File: config.mk
export PLATFORM = sky130hd
export DESIGN_NAME = dwl_load_unit
export DESIGN_NICKNAME = d
export VERILOG_FILES = /design/src/rtl/dwl_pkg.sv /design/src/rtl/dwl_dec_if.sv /design/src/rtl/dwl_decode.sv /design/src/rtl/dwl_load_unit.sv
export VERILOG_INCLUDE_DIRS = /design/src /design/src/rtl
export SDC_FILE = /design/constraint.sdc
export NUM_CORES = 1
export LEC_CHECK = 0
export BUFFER_PORTS_ARGS = -buffer_cell sky130_fd_sc_hd__buf_2
export CAP_MARGIN = 20
export CORE_MARGIN = 3
export CORE_UTILIZATION = 30
export DETAILED_ROUTE_END_ITERATION = 6
export GPL_TIMING_DRIVEN = 0
export PLACE_DENSITY_LB_ADDON = 0.08
export REMOVE_ABC_BUFFERS = 1
export SETUP_SLACK_MARGIN = 0.3
export SLEW_MARGIN = 10
export SYNTH_ARGS = -nofsm -noshare
export SYNTH_HDL_FRONTEND = slang
export SYNTH_SLANG_ARGS = --single-unit
File: constraint.sdc
create_clock -name mclk -period 4.27 [get_ports mclk]
set_input_delay 0 -clock mclk [delete_from_list [all_inputs] [get_ports mclk]]
set_output_delay 0 -clock mclk [all_outputs]
set_load 0.02 [all_outputs]
File: src/rtl/dwl_consts.svh
// Constants for the doubleword load decoder: opcodes, field positions and widths.
`ifndef DWL_CONSTS_SVH
`define DWL_CONSTS_SVH
`define DWL_OP_DS      6'h3A
`define DWL_OP_XFORM   6'h1F
`define DWL_OP_FPD     6'h32
`define DWL_OP_FPDU    6'h33
`define DWL_XO_LDUX    10'h035
`define DWL_XO_LDX     10'h015
`define DWL_XO_FPDUX   10'h277
`define DWL_DS_PLAIN   2'h0
`define DWL_DS_UPDATE  2'h1
`define DWL_DS_SCALE   2
`define DWL_FD_OP_HI   31
`define DWL_FD_OP_LO   26
`define DWL_FD_TGT_HI  25
`define DWL_FD_TGT_LO  21
`define DWL_FD_BASE_HI 20
`define DWL_FD_BASE_LO 16
`define DWL_FD_IDX_HI  15
`define DWL_FD_IDX_LO  11
`define DWL_FD_XO_HI   10
`define DWL_FD_XO_LO   1
`define DWL_FD_DS_HI   15
`define DWL_FD_DS_LO   2
`define DWL_FD_DSX_HI  1
`define DWL_FD_DSX_LO  0
`define DWL_FD_D_HI    15
`define DWL_FD_D_LO    0
`endif

File: src/rtl/dwl_pkg.sv
// Types shared by the doubleword load decoder modules.
package dwl_pkg;
	typedef logic [63:0] dwl_word_t;
	typedef logic [4:0]  dwl_reg_t;
	typedef enum logic [2:0] {
		DWL_K_NONE  = 3'h0,
		DWL_K_LD    = 3'h1,
		DWL_K_LDU   = 3'h2,
		DWL_K_LDUX  = 3'h3,
		DWL_K_LDX   = 3'h4,
		DWL_K_FPD   = 3'h5,
		DWL_K_FPDU  = 3'h6,
		DWL_K_FPDUX = 3'h7
	} dwl_kind_e;
	typedef enum logic [1:0] {
		DWL_S_IDLE = 2'h0,
		DWL_S_READ = 2'h1,
		DWL_S_DONE = 2'h2
	} dwl_state_e;
endpackage

File: src/rtl/dwl_dec_if.sv
// Decoded-instruction bundle passed from the decoder to the execution core.
`timescale 1ns/1ps
interface dwl_dec_if;
	import dwl_pkg::*;
	dwl_kind_e kind;
	logic      illegal;
	logic      invalid;
	logic      fpTarget;
	logic      wantUpdate;
	logic      baseZero;
	dwl_reg_t  targetGprField;
	dwl_reg_t  baseGprField;
	dwl_reg_t  indexGprField;
	dwl_word_t disp;
	logic      useIndex;
	modport dec (output kind, illegal, invalid, fpTarget, wantUpdate, baseZero, targetGprField,
		baseGprField, indexGprField, disp, useIndex);
	modport exe (input kind, illegal, invalid, fpTarget, wantUpdate, baseZero, targetGprField,
		baseGprField, indexGprField, disp, useIndex);
endinterface

File: src/rtl/dwl_decode.sv
// Combinational decoder for the seven doubleword load instructions.
`timescale 1ns/1ps
`include "dwl_consts.svh"
module dwl_decode
	import dwl_pkg::*;
(
	// Instruction and implementation mode.
	input  wire logic [31:0] instr,
	input  wire logic        mode64,
	// Decoded fields.
	dwl_dec_if.dec           dec
);
	logic [5:0]  opcode;
	logic [9:0]  xo;
	logic [1:0]  dsx;
	dwl_kind_e   kind;

	// Displacement forms share one sign extender; the DWL_OP_DS opcode selects the scaled field.
	function automatic dwl_word_t sext16(input logic [15:0] v);
		return {{48{v[15]}}, v};
	endfunction

	always_comb begin
		opcode = instr[`DWL_FD_OP_HI:`DWL_FD_OP_LO];
		xo     = instr[`DWL_FD_XO_HI:`DWL_FD_XO_LO];
		dsx    = instr[`DWL_FD_DSX_HI:`DWL_FD_DSX_LO];
		kind   = DWL_K_NONE;
		if (opcode == `DWL_OP_DS && dsx == `DWL_DS_PLAIN)
			kind = DWL_K_LD;
		else if (opcode == `DWL_OP_DS && dsx == `DWL_DS_UPDATE)
			kind = DWL_K_LDU;
		else if (opcode == `DWL_OP_FPD)
			kind = DWL_K_FPD;
		else if (opcode == `DWL_OP_FPDU)
			kind = DWL_K_FPDU;
		else if (opcode == `DWL_OP_XFORM && xo == `DWL_XO_LDUX)
			kind = DWL_K_LDUX;
		else if (opcode == `DWL_OP_XFORM && xo == `DWL_XO_LDX)
			kind = DWL_K_LDX;
		else if (opcode == `DWL_OP_XFORM && xo == `DWL_XO_FPDUX)
			kind = DWL_K_FPDUX;
	end

	assign dec.kind           = kind;
	assign dec.targetGprField = instr[`DWL_FD_TGT_HI:`DWL_FD_TGT_LO];
	assign dec.baseGprField   = instr[`DWL_FD_BASE_HI:`DWL_FD_BASE_LO];
	assign dec.indexGprField  = instr[`DWL_FD_IDX_HI:`DWL_FD_IDX_LO];
	assign dec.baseZero       = (dec.baseGprField == 5'h00);
	assign dec.fpTarget       = (kind == DWL_K_FPD) || (kind == DWL_K_FPDU) ||
		(kind == DWL_K_FPDUX);
	assign dec.useIndex       = (kind == DWL_K_LDX) || (kind == DWL_K_LDUX) ||
		(kind == DWL_K_FPDUX);
	assign dec.wantUpdate     = (kind == DWL_K_LDU) || (kind == DWL_K_LDUX) ||
		(kind == DWL_K_FPDU) || (kind == DWL_K_FPDUX);
	// Fixed-point doubleword loads need a 64-bit implementation.
	assign dec.illegal        = !mode64 && ((kind == DWL_K_LD) || (kind == DWL_K_LDU) ||
		(kind == DWL_K_LDUX) || (kind == DWL_K_LDX));
	// Fixed-point update forms with base zero or base equal to target are invalid.
	assign dec.invalid        = ((kind == DWL_K_LDU) || (kind == DWL_K_LDUX)) &&
		(dec.baseZero || dec.baseGprField == dec.targetGprField);
	// Scaled field: sign-extend 14 bits to 64, times four; others: 16-bit sign extension.
	assign dec.disp           = (opcode == `DWL_OP_DS)
		? (sext16({{2{instr[`DWL_FD_DS_HI]}}, instr[`DWL_FD_DS_HI:`DWL_FD_DS_LO]})
			<< `DWL_DS_SCALE)
		: sext16(instr[`DWL_FD_D_HI:`DWL_FD_D_LO]);
endmodule // dwl_decode

File: src/rtl/dwl_load_unit.sv
// Doubleword load unit: decode, address, storage read and register writeback.
//
// What this block does
// - Fixed-point scaled displacement: 14-bit signed field, sign-extended to 64, times four.
// - Fixed-point update load reads the doubleword at base plus displacement into target GPR.
// - Fixed-point displacement update load is invalid when base is zero or equals target.
// - Fixed-point doubleword loads exist only in 64-bit mode; otherwise raise illegal instruction.
// - Indexed update load adds base and index, loads target, writes address into base.
// - Indexed update load is invalid when base is zero or equals target.
// - Indexed load address is base plus index, or index alone when base field is zero.
// - Floating displacement load address is base plus signed displacement, or displacement alone.
// - Floating displacement and update loads leave float status and condition field 0 alone.
// - Floating update load address is base plus displacement, or displacement when base zero.
// - Floating update load writes base only if base nonzero and no access interrupt.
// - Floating indexed update address is base plus index, or index alone when base zero.
// - Floating indexed update writes base only if base nonzero and no access interrupt.
`timescale 1ns/1ps
`include "dwl_consts.svh"
module dwl_load_unit
	import dwl_pkg::*;
(
	// Clock and reset.
	input  wire logic        mclk,
	input  wire logic        resetn,
	// Issue port from the pipeline.
	input  wire logic        issueValid,
	output logic             issueReady,
	input  wire logic [31:0] instr,
	input  wire logic        mode64,
	// Register file read results for the base and index fields.
	output logic [4:0]       baseGprField,
	output logic [4:0]       indexGprField,
	input  wire logic [63:0] baseValue,
	input  wire logic [63:0] indexValue,
	// Data storage port.
	output logic             memReq,
	output logic [63:0]      memAddr,
	input  wire logic        memAck,
	input  wire logic [63:0] memData,
	input  wire logic        memAlignFault,
	input  wire logic        memStorageFault,
	// Register writeback.
	output logic             gprWe,
	output logic [4:0]       gprWaddr,
	output logic [63:0]      gprWdata,
	output logic             fprWe,
	output logic [4:0]       fprWaddr,
	output logic [63:0]      fprWdata,
	output logic             baseWe,
	output logic [4:0]       baseWaddr,
	output logic [63:0]      baseWdata,
	// Completion and exceptions.
	output logic             done,
	output logic             illegalInstr,
	output logic             invalidForm,
	output logic             alignInt,
	output logic             storageInt,
	output logic             fpscrWe,
	output logic             crField0We
);
	typedef struct packed {
		dwl_state_e state;
		dwl_kind_e  kind;
		logic       fpTarget;
		logic       wantUpdate;
		logic       baseZero;
		// Register fields and the address captured at issue.
		logic [4:0] tgt;
		logic [4:0] base;
		logic [63:0] addr;

		// Storage request, loaded word and the one-cycle pulses.
		logic       memReq;
		logic       gprWe;
		logic       fprWe;
		logic       baseWe;
		logic [63:0] data;
		logic       done;
		logic       illegal;
		logic       invalid;
		logic       alignInt;
		logic       storageInt;
	} dwl_unit_s;

	dwl_unit_s   st_q;
	dwl_unit_s   st_d;
	logic [63:0] ea;

	dwl_dec_if dec ();

	dwl_decode u_decode (
		.instr  (instr),
		.mode64 (mode64),
		.dec    (dec)
	);

	// Base contributes nothing when its field is zero.
	function automatic logic [63:0] baseTerm(input logic zero, input logic [63:0] v);
		return zero ? 64'h0000_0000_0000_0000 : v;
	endfunction

	assign baseGprField  = dec.baseGprField;
	assign indexGprField = dec.indexGprField;
	// Indexed forms use index, displacement forms the decoded displacement.
	assign ea = baseTerm(dec.baseZero, baseValue) + (dec.useIndex ? indexValue : dec.disp);
	assign issueReady = (st_q.state == DWL_S_IDLE);

	// One load walks through three states. The cycle after issue raises the storage
	// request with the address already registered, so the storage side sees a stable
	// address for as long as the request stands. The writeback pulses follow the
	// acknowledge by one cycle, and done follows the writebacks by one more, which
	// lets the pipeline see the loaded word before it retires the instruction.
	// Illegal and invalid forms answer in the cycle after issue and never leave idle,
	// so a second instruction may follow them at once.
	// Only one load is in flight; issue waits in idle, which trades throughput for a
	// sequencer that needs no tracking of outstanding requests.
	// The address is formed from the register values of the issue cycle, so the
	// register file must present them combinationally from the field outputs.

	always_comb begin
		st_d        = st_q;
		st_d.gprWe  = 1'b0;
		st_d.fprWe  = 1'b0;
		st_d.baseWe = 1'b0;
		st_d.done   = 1'b0;
		st_d.illegal    = 1'b0;
		st_d.invalid    = 1'b0;
		st_d.alignInt   = 1'b0;
		st_d.storageInt = 1'b0;
		unique case (st_q.state)
			DWL_S_IDLE: begin
				if (issueValid && dec.kind != DWL_K_NONE) begin
					st_d.kind       = dec.kind;
					st_d.fpTarget   = dec.fpTarget;
					st_d.wantUpdate = dec.wantUpdate;
					st_d.baseZero   = dec.baseZero;
					st_d.tgt        = dec.targetGprField;
					st_d.base       = dec.baseGprField;
					st_d.addr       = ea;
					if (dec.illegal) begin
						st_d.illegal = 1'b1;
						st_d.done    = 1'b1;
					end else if (dec.invalid) begin
						// Invalid forms never touch storage or registers.
						st_d.invalid = 1'b1;
						st_d.done    = 1'b1;
					end else begin
						st_d.memReq = 1'b1;
						st_d.state  = DWL_S_READ;
					end
				end
			end
			DWL_S_READ: begin
				if (memAck) begin
					st_d.memReq = 1'b0;
					st_d.state  = DWL_S_DONE;
					st_d.data   = memData;
					// A fault still ends the load through done, so the pipeline
					// can take the interrupt in order.
					st_d.alignInt   = memAlignFault;
					st_d.storageInt = memStorageFault;
					if (!memAlignFault && !memStorageFault) begin
						st_d.gprWe = !st_q.fpTarget;
						st_d.fprWe = st_q.fpTarget;
						// Base update only without fault and with nonzero base.
						st_d.baseWe = st_q.wantUpdate && !st_q.baseZero;
					end
				end
			end
			DWL_S_DONE: begin
				// Done trails the writebacks so the written word is visible first.
				st_d.done  = 1'b1;
				st_d.state = DWL_S_IDLE;
			end
			default: begin
				// One state code is unused; recover to idle if it ever appears.
				st_d.state = DWL_S_IDLE;
			end
		endcase
	end

	// Reset clears every pulse and leaves the unit idle and ready.
	always_ff @(posedge mclk or negedge resetn) begin
		if (!resetn) begin
			st_q <= '0;
		end else begin
			st_q <= st_d;
		end
	end

	// Every output but the two field outputs and the two status enables comes straight from the state register.
	assign memReq       = st_q.memReq;
	assign memAddr      = st_q.addr;

	// Both register files see the same target and data; only the enables differ.
	assign gprWe        = st_q.gprWe;
	assign gprWaddr     = st_q.tgt;
	assign gprWdata     = st_q.data;
	assign fprWe        = st_q.fprWe;
	assign fprWaddr     = st_q.tgt;
	assign fprWdata     = st_q.data;
	assign baseWe       = st_q.baseWe;
	assign baseWaddr    = st_q.base;
	assign baseWdata    = st_q.addr;

	// Completion flags are one-cycle pulses; the fault flags lead done by one cycle.
	assign done         = st_q.done;
	assign illegalInstr = st_q.illegal;
	assign invalidForm  = st_q.invalid;
	assign alignInt     = st_q.alignInt;
	assign storageInt   = st_q.storageInt;
	// These loads never write float status or condition field 0.
	assign fpscrWe      = 1'b0;
	assign crField0We   = 1'b0;
endmodule // dwl_load_unit

==> impl_results.md, run 1 <==
- First-pass GRT wire length: 68,000 um
- Outcome: finished clean
- Delay of the slowest cell on the worst path: 0.44 ns
- Setup Skew: 0.00952 ns
- Fin cells: 2,464
- CTS root buffer: clkbuf_16
- WL/cell: 19.1 um
- Yosys warnings: 0
- First-pass detailed-route iteration total: 4
- Largest net degree at the start of global routing: 96
- Max frequency: 262 MHz
- RSZ-0062 raised after global routing: false
- Final worst slack: 0.448 ns
- # setup viols final: 0
- Clk buf depth: 2
- Final count of pins violating max slew: 0
- DP Area: 13,800 um2
- DP Worst Slack: -1.05 ns
- Iter 0 DRT Violations: 678
- Family with the most delay on the worst path: compound AO/OA/AOI/OAI gates
- CTS buffer count: 17
- CP max stage cell: o41ai_4
- Worst Tran Pin Value: 0.751 ns
- Net Sw Frac: 46.1%
- Cell Int Power: 3.90 mW
- # rows: 74
- Final ANT Viol Nets: 0
- Clk Latency, worst-skew pair: 0.44 ns
- Slew HR: 49.9%
- Class of the worst hold path: input port to register
- Die Width: 211 um
- Ports: 524
- Critical path peak fanout: 11
- Buffers added on ports: 521
- Leak: 8.24 nW
- Initial antenna violation count: 4
- GPL Wtd Cong: 0.844
- Final HPWL DP: 36,300 um
- Logic pwr share: 47.5%
- Post-synthesis sequential area ratio: 30.0%
- Die Ht: 211 um
- CTS tree: yes
- DR vias/cell: 4.73
- Reg2reg path depth: 4
- Vias in the first global route: 11.5k
- Area Growth Syn to Fin: 25.4%
- Via count: 11.7k
- Post-Syn Area per Cell: 7.79 um2
- Hold_ws: 0.0532 ns
- Critical path arrival: 4.16 ns
- Total power: 7.24 mW
- Die ar.: 44,700 um2
- Cells along the critical path: buf_2 > or3_4 > nor3_4 > a21boi_4 > buf_12 > buf_16 > buf_16 > nand2b_4 > buf_12 > clkbuf_16 > nand2_1 > ha_2 > nand4_1 > or2_2 > o41ai_4 > o21ai_2 > a21oi_4 > a21oi_1 > o211a_1 > o31ai_1
- Synth async-reset ratio: 100%
- Reg power frac: 31.6%
- WS Path Type: input port to register
- CP Launch Type: input port
- # DRC: 0
- Residual overflow from global routing: 0
- Primary FF master, synth: dfrtp_1
- Final instance area: 15,900 um2
- PwrDens: 456 nW/um2
- #FFs+latches synth: 152
- Psw: 3.33 mW
- CP endpoint kind: register
- Crit share post-route: 89.5%
- Share of layout cells above drive strength 1: 35.2%
- Sinks on Clock Net: 152
- Core Box Area: 41,300 um2
- Post-placement cell count: 2,329
- Clk pwr share: 20.9%
- Worst-path clk slew: 0.06 ns
- Number of cells on the critical path: 20
- Max-cap viol count: 0
- Synth cell types: 68
- Worst path bufs/invs: 6
- Hold Vio Cnt, Final: 0
- Number of synthesized flops with an enable pin: 0
- Worst vdd ir: 0.238 mV
- Starting Density: 30.7%
- Netlist Area Pre-Place: 12,700 um2
- Nets: 2,217
- Final WL: 47,100 um
- Hold depth: 6
- Fin crit period: 3.82 ns
- WP data required: 4.61 ns
- All-Layer GR Usage: 19.9%
- H-tree levels: 4
- Synth Instances: 1,625
==> final timing paths <==
check,end,from,slack [ns]
max,baseWdata[59],instr[31],0.45
min,baseWdata[63],indexValue[63],0.05
max reg2reg,baseWdata[39],st_q[154],2.04
min reg2reg,st_q[147],st_q[147],0.47
max in group asynchronous,baseWdata[2],resetn,3.29
min in group asynchronous,baseWdata[49],resetn,0.09
==> layout make-up <==
| class | instances | area, um2 |
|---|---|---|
| diodes | 2 | 5.00 |
| inverters | 19 | 73.8 |
| flip-flops and latches | 152 | 3800 |
| well taps | 532 | 666 |
| repair buffers | 632 | 3930 |
| multi-input cells | 1096 | 6840 |
| clock inverters | 12 | 116 |
| clock buffers | 19 | 443 |
| fillers | 4376 | 25400 |
==> per-stage QoR <==
| step | TNS (ns) | util [%] |
|---|---|---|
| 3_3_place_gp | -506.07 | 32.7 |
| 2_1_floorplan | -179.81 | - |
| 3_5_place_dp | -29.00 | 33.4 |
| 5_1_grt | 0 | 38.4 |
| 4_1_cts | 0 | 37.6 |
| 6_report | 0 | 38.4 |
==> state kept, by name, summed over array words and instances (netlist names), 5 cells and up <==
| register | count |
|---|---|
| baseWdata | 64 |
| st_q | 5 |
| baseWaddr | 5 |
| fprWaddr | 5 |
| fprWdata | 64 |
==> Yosys cell counts (all sizes together) (11+ instances only) <==
library cell / n / share of area (%)
o21ai: 103 / 4.1
nand4: 27 / 1.3
xor2: 32 / 2.2
a21oi: 79 / 3.2
dfrtp: 152 / 30
ha: 67 / 6.6
a31oi: 13 / 0.64
xnor2: 32 / 2.2
a21o: 39 / 2.4
nor2b: 69 / 3.4
nand2b: 11 / 0.54
nor2: 44 / 1.3
buf: 297 / 17
o21bai: 13 / 0.80
mux2: 20 / 1.8
nand2: 419 / 12
clkbuf: 63 / 1.9
nand3: 22 / 0.87
nor3: 13 / 0.55
inv: 19 / 0.56
==> metal layers <==
metal | global-route usage (%) | vias up | wire [um]
li1 | - | 5729 | -
met1 | 26.0 | 5545 | 20800
met2 | 35.1 | 347 | 23600
met3 | 2.90 | 41 | 1960
met4 | 4.18 | 4 | 726
met5 | 0 | - | 27
==> what timing repair did <==
item,4_1_cts,5_1_grt
setup endpoints to repair,42,24
setup buffers,8,6
hold buffers,82,0
resized for setup,39,52
hold endpoints to repair,140,0
gates cloned,4,2
pin swaps,10,17
==> cells in the final DEF (no fill, tap or decap), types with 12 or more instances in the layout <==
| cell type | count |
|---|---|
| a21oi_1 | 64 |
| mux2_2 | 20 |
| a21o_1 | 37 |
| nor2b_1 | 69 |
| dfrtp_1 | 152 |
| o21bai_1 | 12 |
| nand2_1 | 417 |
| buf_4 | 13 |
| o21ai_0 | 89 |
| dlygate4sd3_1 | 82 |
| clkbuf_16 | 18 |
| inv_1 | 18 |
| nor2_1 | 42 |
| ha_1 | 45 |
| nand4_1 | 27 |
| xor2_1 | 32 |
| buf_2 | 520 |
| xnor2_1 | 32 |
| nand3_1 | 21 |
==> kinds of logic (layout without fill, tap and decap cells) <==
group | Yosys count | after routing | share of synthesized area, %
muxes | 22 | 22 | 1.94
and+or+nand+nor | 641 | 642 | 22.4
DFF | 152 | 152 | 30.0
other | 1 | 4 | 0.0296
buffers and inverters | 379 | 682 | 19.8
xor gates and xnor gates | 64 | 64 | 4.43
adders and majority gates | 68 | 68 | 6.78
AOI/OAI and AO/OA | 298 | 298 | 14.6
==> worst register-to-register path: stages, from the launching register on <==
cell,delay [ns]
dfrtp_1,0.45
or3_4,0.70
buf_16,0.32
or4_1,0.62
nand3_1,0.09
==> power groups by stage <==
stage                     registers (mW)  clock network (mW)  logic [mW]
after floorplan                     3.29                   0       0.878
after global placement              2.30                   0        3.29
after detailed placement            2.32                   0        3.29
after CTS                           2.30                1.58        3.40
after global routing                2.35                1.64        3.71
final                               2.29                1.51        3.44
Power figures use the tool's default switching activity.
==> inputs of run 2 (changes only) <==
--- a/config.mk
+++ b/config.mk
@@ -8,9 +8,9 @@
 export LEC_CHECK = 0
 export BUFFER_PORTS_ARGS = -buffer_cell sky130_fd_sc_hd__buf_2
 export CAP_MARGIN = 20
-export CORE_MARGIN = 3
-export CORE_UTILIZATION = 30
+export CORE_AREA = 3 3 204 206
 export DETAILED_ROUTE_END_ITERATION = 6
+export DIE_AREA = 0 0 207 209
 export GPL_TIMING_DRIVEN = 0
 export PLACE_DENSITY_LB_ADDON = 0.08
 export REMOVE_ABC_BUFFERS = 1
==> run 2 against run 1 <==
  * Critical endpoint is now baseWdata[49]
  * Critical path type unchanged
  * First-iteration DRC count shrank 16%
  * Final area fell by 1.1%
  * Via count down 0.60%
==> impl_results.md, run 2 (same netlist as run 1, synthesis figures left out) <==
- WP data required: 4.58 ns
- Worst path bufs/invs: 4
- Largest net degree at the start of global routing: 97
- CTS tree: yes
- DP Worst Slack: -1.23 ns
- Final HPWL DP: 35,800 um
- Via count: 11.6k
- Final WL: 45,800 um
- Starting Density: 31.8%
- Die Ht: 209 um
- CP Launch Type: input port
- Delay of the slowest cell on the worst path: 0.45 ns
- Most frequent cells in the layout: buf_2 (520), nand2_1 (417), dfrtp_1 (152)
- Core Box Area: 39,800 um2
- Die ar.: 43,300 um2
- Slew HR: 50.6%
- Residual overflow from global routing: 0
- Share of layout cells above drive strength 1: 34.8%
- Area Growth Syn to Fin: 24.0%
- PwrDens: 460 nW/um2
- Worst vdd ir: 0.260 mV
- Reg power frac: 31.4%
- Fin crit period: 3.83 ns
- Ports: 524
- Total power: 7.23 mW
- Setup Skew: 0.0135 ns
- Commonest non-fill, non-tap cell in the layout: buf_2
- Buffers added on ports: 521
- Max-cap viol count: 0
- Post-placement cell count: 2,322
- Family with the most delay on the worst path: compound AO/OA/AOI/OAI gates
- DR vias/cell: 4.73
- First-pass detailed-route iteration total: 5
- Logic pwr share: 47.1%
- Outcome: finished clean
- Cell Int Power: 3.90 mW
- Final instance area: 15,700 um2
- Max frequency: 261 MHz
- # DRC: 0
- Setup TNS: 0 ns
- First-pass GRT wire length: 68,800 um
- H-tree levels: 4
- CTS buffer count: 17
- Critical path peak fanout: 17
- Worst Tran Pin Value: 0.741 ns
- All-Layer GR Usage: 20.2%
- # setup viols final: 0
- Cells along the critical path: buf_2 > or3_1 > nor3_4 > a21boi_4 > buf_4 > buf_8 > mux2_2 > ha_1 > a21oi_1 > nor2b_1 > a311o_2 > a21boi_4 > o31ai_4 > buf_4 > a2111oi_4 > o21bai_4 > a31oi_2 > xor2_1 > o21ai_0
- Clk pwr share: 21.5%
- Worst-path clk slew: 0.07 ns
- Fin cells: 2,454
- GPL Wtd Cong: 0.864
- Hold Vio Cnt, Final: 0
- Psw: 3.33 mW
- Vias in the first global route: 11.6k
- Initial antenna violation count: 7
- Die Width: 207 um
- Sinks on Clock Net: 152
- Final count of pins violating max slew: 0
- CTS root buffer: clkbuf_16
- Fillers: 4,288
- Iter 0 DRT Violations: 568
- WS Path Type: input port to register
- CP endpoint kind: register
- # rows: 73
- Leak: 8.19 nW
- Crit share post-route: 89.7%
- WL/cell: 18.7 um
- Net Sw Frac: 46.0%
- RSZ-0062 raised after global routing: false
- Critical path arrival: 4.14 ns
- Final worst slack: 0.439 ns
- Clk Latency, worst-skew pair: 0.44 ns
- Final ANT Viol Nets: 0
- CP max stage cell: a2111oi_4
- Clk buf depth: 2
- DP Area: 13,800 um2
- Class of the worst hold path: input port to register
- Nets: 2,213
## run 2: cell count changes in the layout (fill, tap and decap cells not counted), moves of 3 or more
cell / previous run / this run
a21oi_2: 9 / 12
a21oi_4: 6 / 2
bufbuf_16: 3 / 0
ha_1: 45 / 48
## run 2: cell type report
class	instances	area, um2	share of cell area [%]
multi-input combinational	1096	6780	43.2
clock inverter	13	138	0.877
antenna	3	7.51	0.0478
inverter	19	73.8	0.470
tap	525	657	4.18
timing repair buffer	628	3810	24.2
sequential	152	3800	24.2
clock buffer	18	439	2.80
## run 2: power groups by stage
stage | registers [mW] | logic [mW] | clock network [mW]
floorplan | 3.29 | 0.878 | 0
global placement | 2.28 | 3.29 | 0
detailed placement | 2.30 | 3.29 | 0
CTS | 2.28 | 3.39 | 1.61
global route | 2.35 | 3.67 | 1.66
finish | 2.27 | 3.41 | 1.55
## run 2: tightest hold or removal path: stages
cell     delay, ns
buf_2         0.08
nand2_1       0.06
o21ai_0       0.10
ha_1          0.13
nand2_1       0.05
nand2_1       0.05
## run 2: layer usage
| layer | vias up | global-route usage, % | part of all wire (%) |
|---|---|---|---|
| met5 | - | 0 | 0.10 |
| met4 | 6 | 6.37 | 2.3 |
| met3 | 58 | 3.47 | 4.7 |
| met2 | 350 | 35.4 | 50 |
| met1 | 5469 | 25.3 | 43 |
| li1 | 5713 | - | - |
## run 2: timing repair
item                                    4_1_cts  5_1_grt
setup buffers                                 3       10
hold buffers                                 82        0
gates cloned                                  1        2
gates resized for setup                      26       56
hold endpoints to repair                    143        0
pin swaps                                     4       15
endpoints found under the setup margin       46       27
## run 2: path summary, 6_finish.rpt
kind                          startpoint             to  slack [ns]  depth (start not counted)
max                            instr[31]  baseWdata[49]        0.44                         19
min                        indexValue[0]   baseWdata[0]        0.05                          6
max reg2reg                    st_q[153]         baseWe        2.25                          5
min reg2reg                    st_q[149]          gprWe        0.47                          1
max in group asynchronous         resetn    fprWdata[4]        3.30                          3
min in group asynchronous         resetn  baseWdata[49]        0.07                          2
## run 2: metrics by stage
stage	hold slack, ns	util, %
6_report	0.0521	39.4
3_5_place_dp	-0.0204	34.5
2_1_floorplan	-0.296	-
3_3_place_gp	0.192	33.9
4_1_cts	0.0298	38.4
5_1_grt	0.0655	39.4
